<file path="src/hdl/qspm_regs.vh">
// Constants for the quadrature, SPI clock and test reset pin multiplexer
`ifndef QSPM_REGS_VH
`define QSPM_REGS_VH
`define QSPM_PORTC_FIRST_BIT    4
`define QSPM_PORTE_SCLK_BIT     4
`define QSPM_PUR_RST            4'hf
`define QSPM_PUR_E_RST          1'h1
`define QSPM_TSEL_RST           4'h0
`define QSPM_DIR_RST            1'h0
`define QSPM_IN_IDLE            1'h1
`define QSPM_PUDR_RST           1'h0
`define QSPM_SEL_PERIPH         1'h0
`define QSPM_SEL_GPIO           1'h1
`define QSPM_TA_SEL_TIMER       1'h1
`endif

</file>
<file path="src/hdl/qspm_pin_mux.v">
// Pin multiplexer for quadrature decoder 0, SPI 0 clock and test reset pins
`timescale 1ns/1ps
`include "qspm_regs.vh"
module qspm_pin_mux (
    CLK,
    RST_B,
    TRST_B_IN,
    TRST_PULLUP_EN,
    TAP_RESET,
    SYSTEM_PULLUP_DISABLE,
    PORTC_PULLUP_ENABLE,
    PORTE_PULLUP_ENABLE,
    PORTC_FUNC_SEL,
    PORTC_TIMER_SEL,
    PORTE_FUNC_SEL,
    PORTC_DIR,
    PORTC_DATA_OUT,
    PORTC_DATA_IN,
    PORTE_DIR,
    PORTE_DATA_OUT,
    PORTE_DATA_IN,
    QUAD_PIN_IN,
    QUAD_PIN_OUT,
    QUAD_PIN_OE,
    QUAD_PIN_PULLUP,
    QUAD0_PHASE_A_IN,
    QUAD0_PHASE_B_IN,
    QUAD0_REV_MARKER_IN,
    QUAD0_REFERENCE_IN,
    TIMER_A_OUT,
    TIMER_A_OE,
    TIMER_A_IN,
    SPI0_MASTER,
    SPI0_CLK_OUT,
    SPI0_CLK_IN,
    SCLK_PIN_IN,
    SCLK_PIN_OUT,
    SCLK_PIN_OE,
    SCLK_PIN_PULLUP
);
    // Clock and device reset
    input  wire       CLK;
    input  wire       RST_B;

    // Test reset pin and its pull-up
    input  wire       TRST_B_IN;
    output wire       TRST_PULLUP_EN;
    output wire       TAP_RESET;
    input  wire       SYSTEM_PULLUP_DISABLE;

    // Pull-up enables of the port pins
    input  wire [3:0] PORTC_PULLUP_ENABLE;
    input  wire       PORTE_PULLUP_ENABLE;

    // Function selects of the port pins
    input  wire [3:0] PORTC_FUNC_SEL;
    input  wire [3:0] PORTC_TIMER_SEL;
    input  wire       PORTE_FUNC_SEL;

    // Port C GPIO direction and data
    input  wire [3:0] PORTC_DIR;
    input  wire [3:0] PORTC_DATA_OUT;
    output reg  [3:0] PORTC_DATA_IN;

    // Port E GPIO direction and data
    input  wire       PORTE_DIR;
    input  wire       PORTE_DATA_OUT;
    output reg        PORTE_DATA_IN;

    // Quadrature pin pads
    input  wire [3:0] QUAD_PIN_IN;
    output reg  [3:0] QUAD_PIN_OUT;
    output reg  [3:0] QUAD_PIN_OE;
    output reg  [3:0] QUAD_PIN_PULLUP;

    // Decoder 0 inputs
    output reg        QUAD0_PHASE_A_IN;
    output reg        QUAD0_PHASE_B_IN;
    output reg        QUAD0_REV_MARKER_IN;
    output reg        QUAD0_REFERENCE_IN;

    // Timer A channels
    input  wire [3:0] TIMER_A_OUT;
    input  wire [3:0] TIMER_A_OE;
    output reg  [3:0] TIMER_A_IN;

    // SPI 0 clock side of the serial block
    input  wire       SPI0_MASTER;
    input  wire       SPI0_CLK_OUT;
    output reg        SPI0_CLK_IN;

    // SPI 0 clock pin pad
    input  wire       SCLK_PIN_IN;
    output reg        SCLK_PIN_OUT;
    output reg        SCLK_PIN_OE;
    output reg        SCLK_PIN_PULLUP;

    // Registered copies of the configuration ports
    reg       pudr_r;
    reg [3:0] c_pur_r;
    reg       e_pur_r;
    reg [3:0] c_sel_r;
    reg [3:0] c_tsel_r;
    reg       e_sel_r;
    reg [3:0] c_dir_r;
    reg       e_dir_r;

    // Configuration is held at peripheral, input, pull-up while in reset
    always @(posedge CLK) begin
        if (!RST_B) begin
            pudr_r   <= `QSPM_PUDR_RST;
            c_pur_r  <= `QSPM_PUR_RST;
            e_pur_r  <= `QSPM_PUR_E_RST;
            c_sel_r  <= {4{`QSPM_SEL_PERIPH}};
            c_tsel_r <= `QSPM_TSEL_RST;
            e_sel_r  <= `QSPM_SEL_PERIPH;
            c_dir_r  <= {4{`QSPM_DIR_RST}};
            e_dir_r  <= `QSPM_DIR_RST;
        end else begin
            pudr_r   <= SYSTEM_PULLUP_DISABLE;
            c_pur_r  <= PORTC_PULLUP_ENABLE;
            e_pur_r  <= PORTE_PULLUP_ENABLE;
            c_sel_r  <= PORTC_FUNC_SEL;
            c_tsel_r <= PORTC_TIMER_SEL;
            e_sel_r  <= PORTE_FUNC_SEL;
            c_dir_r  <= PORTC_DIR;
            e_dir_r  <= PORTE_DIR;
        end
    end

    // Test reset is a pin-level reset, not gated by the device reset
    assign TAP_RESET      = ~TRST_B_IN;
    assign TRST_PULLUP_EN = ~pudr_r;

    genvar i;
    generate
        for (i = 0; i < 4; i = i + 1) begin : g_quad
            always @* begin
                QUAD_PIN_PULLUP[i] = c_pur_r[i];
                if (c_sel_r[i] == `QSPM_SEL_GPIO) begin
                    QUAD_PIN_OE[i]  = c_dir_r[i];
                    QUAD_PIN_OUT[i] = PORTC_DATA_OUT[i];
                end else if (c_tsel_r[i] == `QSPM_TA_SEL_TIMER) begin
                    QUAD_PIN_OE[i]  = TIMER_A_OE[i];
                    QUAD_PIN_OUT[i] = TIMER_A_OUT[i];
                end else begin
                    QUAD_PIN_OE[i]  = 1'b0;
                    QUAD_PIN_OUT[i] = 1'b0;
                end
            end
            // Inputs seen by peripherals go idle-high when not routed
            always @(posedge CLK) begin
                if (!RST_B) begin
                    PORTC_DATA_IN[i] <= `QSPM_IN_IDLE;
                    TIMER_A_IN[i]    <= `QSPM_IN_IDLE;
                end else begin
                    PORTC_DATA_IN[i] <= QUAD_PIN_IN[i];
                    TIMER_A_IN[i]    <= (c_sel_r[i] != `QSPM_SEL_GPIO && c_tsel_r[i] == `QSPM_TA_SEL_TIMER)
                                        ? QUAD_PIN_IN[i] : 1'b1;
                end
            end
        end
    endgenerate

    // A pin reaches the decoder only when neither GPIO nor timer is selected
    wire [3:0] quad_route = (~c_sel_r) & (~c_tsel_r);

    // Decoder inputs read idle-high unless their pin is routed to the decoder
    always @(posedge CLK) begin
        if (!RST_B) begin
            QUAD0_PHASE_A_IN    <= `QSPM_IN_IDLE;
            QUAD0_PHASE_B_IN    <= `QSPM_IN_IDLE;
            QUAD0_REV_MARKER_IN <= `QSPM_IN_IDLE;
            QUAD0_REFERENCE_IN  <= `QSPM_IN_IDLE;
        end else begin
            QUAD0_PHASE_A_IN    <= quad_route[0] ? QUAD_PIN_IN[0] : 1'b1;
            QUAD0_PHASE_B_IN    <= quad_route[1] ? QUAD_PIN_IN[1] : 1'b1;
            QUAD0_REV_MARKER_IN <= quad_route[2] ? QUAD_PIN_IN[2] : 1'b1;
            QUAD0_REFERENCE_IN  <= quad_route[3] ? QUAD_PIN_IN[3] : 1'b1;
        end
    end

    // The SPI block sees the pin clock only as a slave, so a master never hears itself
    wire spi_slave_route = (e_sel_r == `QSPM_SEL_PERIPH) && !SPI0_MASTER;

    // Port E bit reads the pin level whatever function is selected
    always @(posedge CLK) begin
        if (!RST_B) begin
            PORTE_DATA_IN <= `QSPM_IN_IDLE;
            SPI0_CLK_IN   <= `QSPM_IN_IDLE;
        end else begin
            PORTE_DATA_IN <= SCLK_PIN_IN;
            SPI0_CLK_IN   <= spi_slave_route ? SCLK_PIN_IN : 1'b1;
        end
    end

    // Master drive is cut at once by reset so the pin falls back to its pull-up
    always @* begin
        SCLK_PIN_PULLUP = e_pur_r;
        if (e_sel_r == `QSPM_SEL_GPIO) begin
            SCLK_PIN_OE  = e_dir_r;
            SCLK_PIN_OUT = PORTE_DATA_OUT;
        end else begin
            SCLK_PIN_OE  = SPI0_MASTER & RST_B;
            SCLK_PIN_OUT = SPI0_CLK_OUT;
        end
    end

endmodule // qspm_pin_mux

</file>
<file path="config.mk">
export PLATFORM = sky130hd
export DESIGN_NAME = qspm_pin_mux
export DESIGN_NICKNAME = d
export VERILOG_FILES = /design/src/hdl/qspm_pin_mux.v
export VERILOG_INCLUDE_DIRS = /design/src /design/src/hdl
export SDC_FILE = /design/constraint.sdc
export NUM_CORES = 1
export LEC_CHECK = 0
export ABC_AREA = 1
export ABC_CLOCK_PERIOD_IN_PS = 1850
export BUFFER_PORTS_ARGS = -buffer_cell sky130_fd_sc_hd__buf_2
export CORE_UTILIZATION = 43
export DETAILED_ROUTE_END_ITERATION = 12
export GPL_ROUTABILITY_DRIVEN = 0
export PLACE_DENSITY = 0.81
export RECOVER_POWER = 25
export SKIP_LAST_GASP = 1
export SLEW_MARGIN = 5
export SYNTH_ARGS = -nofsm -noshare
export SYNTH_HDL_FRONTEND = slang
export SYNTH_SLANG_ARGS = --single-unit
export TNS_END_PERCENT = 1
</file>
<file path="constraint.sdc">
create_clock -name CLK -period 1.85 [get_ports CLK]
set_input_delay 0.2775 -clock CLK [delete_from_list [all_inputs] [get_ports CLK]]
set_output_delay 0.2775 -clock CLK [all_outputs]
set_load 0.1 [all_outputs]
</file>
==> results.ini <==
[drt]
drt-initial-drc-count=4
wl_per_cell_um=8.23
drt-total-wl_mm=2.08
antenna_left=0
drt_pre_antenna_iters=4
vias_per_cell=4.15
vias=1047
drc=0

[timing]
final_max_slew_viol_count=0
grt_setup_unrepaired=no
fin_crit_ps=1600
slew_headroom_pct=49.0
setup_tns_ps=0
hold_viol_final=0
finClkSkew_ps=5.94
worst_pin_slew_ps=766
fin_crit_sh_pct=86.4
finalWorstSetupSlack_ps=252
finalSetupViolCount=0
fmax_mhz=626

[clock_network]
htree_levels=2
clock_path_buffers=2
tritoncts=built
cts_resized=0
postCtsHoldBufs=0
cts_buffers=5
cts_setup_buffers=0
cts.sinks=34
clk_latency_ps=320
clkTransAtPathRegs_ps=100
root_buffer=clkbuf_4

[grt]
grt_pass1_wl_mm=3.21
antenna_found_initial=0
grt_pass1_vias=905
gr-total-overflow=0
grtUsageTotal_pct=16.2
grt_max_degree=20

[die]
io_pins=74
design.die.area_mm2=0.00285
die_h_um=53.4
dieWidth_um=53.4
core_mm2=0.00248
start_util_pct=45.9
rows=18

[critical_path]
cp.buffers_inverters=2
critPathLaunch=c_sel_r[2]$_SDFF_PN0_
worstSetupPathType=register to output pin
crit_chain=inv_1 -> nand3_1 -> nand2_1 -> buf_2
r2r_slack_ps=1180
cpMaxStageDelayCell=buf_2
crit_cells=4
cp_data_required_time_ps=1570
r2r.worst_path.cells=3
cp_max_fo=5
cp.arrival_ps=1320
critPathCapture=QUAD_PIN_OE[2]
path_delay_family=buffers and inverters
reg2reg_to=TIMER_A_IN[3]$_SDFF_PN1_
reg2reg_from=c_tsel_r[3]$_SDFF_PN0_
startpoint_type=register
setup.worst_path.end_class=output pin
slowest_delay_ps=420

[run]
maxCapViolations=0

[yosys]
avgSynthCellArea_um2=8.00
synth_area_mm2=0.00114
ys_warn_count=0
syn-num-nets=185
ys_types=9
ys_ff_latch=34
yosysSeqAreaShare_pct=59.9
syn_inst=142

[layout]
final_cells=252
fin_util_pct=63.5
diodes=0
drive_above_1_share_pct=38.7
area_growth_syn_to_layout_pct=38.5
fin_nets=264

[pwr]
power_density_mw_per_mm2=1020
p_leak_nw=0.932
peakVddDrop_mv=0.772
total_power_mw=1.60

[placed_design]
dp_hpwl_mm=1.66
placement.io_buffers=73
placed_cells=244
place_ws_ps=612

[hold_path]
hold_class=primary input to register

[status]
outcome=complete, no violations

Yosys cell counts, drive strengths merged:
library cell  number  area, µm²
nor2              13       48.8
nand3             11       55.1
dfxtp             34        681
or2                5       31.3
nand2             44        165
inv               33        124
buf                2       31.3
report_power, final:
group	switching (mW)	internal [mW]	total, mW
clock	0.236	0.183	0.418
sequential	0.0162	0.768	0.784
combinational	0.318	0.0774	0.396
flip-flops by register name, summed over array words and instances (netlist names), 4 cells and up:
signal,count
PORTC_DATA_IN,4
QUAD_PIN_PULLUP,4
TIMER_A_IN,4
c_dir_r,4
c_sel_r,4
c_tsel_r,4
through the flow:
| stage | cell area [µm²] | hold WS [ps] |
|---|---|---|
| finish | 1570 | 123 |
| global route | 1570 | 105 |
| CTS | 1580 | 108 |
| detailed placement | 1520 | 462 |
| global placement | 1520 | 459 |
| floorplan | 1140 | 374 |
per-layer routing:
| metal | vias to the layer above | global-route usage, % | share of wire (%) | wire, µm |
|---|---|---|---|---|
| li1 | 565 | - | - | - |
| met1 | 426 | 15.2 | 41 | 854 |
| met2 | 53 | 29.0 | 47 | 983 |
| met3 | 3 | 6.90 | 11 | 222 |
| met4 | 0 | 9.21 | 0.72 | 15 |
| met5 | - | 0 | 0 | 0 |
final cells by class:
class | count | area [µm²]
Inverter | 33 | 124
Fill cell | 239 | 903
Multi-Input combinational cell | 73 | 300
Tap cell | 30 | 37.5
Sequential cell | 34 | 681
Clock inverter | 2 | 12.5
Clock buffer | 6 | 51.3
Timing Repair Buffer | 74 | 368
cell usage in the layout, fill, tap and decap left out, drive strengths merged:
master	count
nand2	44
or2	5
buf	72
nor2	13
clkinvlp	1
inv	33
dfxtp	34
clkinv	1
clkbuf	8
nand3	11
worst min-delay path by stage:
stage,from,end,slack [ps],cells after the start
2_1_floorplan,SCLK_PIN_IN,PORTE_DATA_IN$_SDFF_PN1_,370,2
6_report,PORTC_DIR[3],c_dir_r[3]$_SDFF_PN0_,120,3
5_1_grt,PORTC_PULLUP_ENABLE[0],QUAD_PIN_PULLUP[0]$_SDFF_PN1_,110,2
3_5_place_dp,PORTC_DIR[3],c_dir_r[3]$_SDFF_PN0_,460,3
3_3_place_gp,PORTC_DIR[1],c_dir_r[1]$_SDFF_PN0_,460,3
4_1_cts,PORTC_DIR[3],c_dir_r[3]$_SDFF_PN0_,110,3
kinds of logic after synthesis:
group	Yosys count	synth area share, %
AND/OR/NAND/NOR	73	26.4
buffers and inverters	35	13.7
flip-flops	34	59.9
worst register-to-register path, cell delays in order, from the launching register on:
cell	delay, ps
dfxtp_1	400
inv_1	50
nor2_1	80
nand2_1	50
No activity file was read; power rests on OpenSTA's default activity.
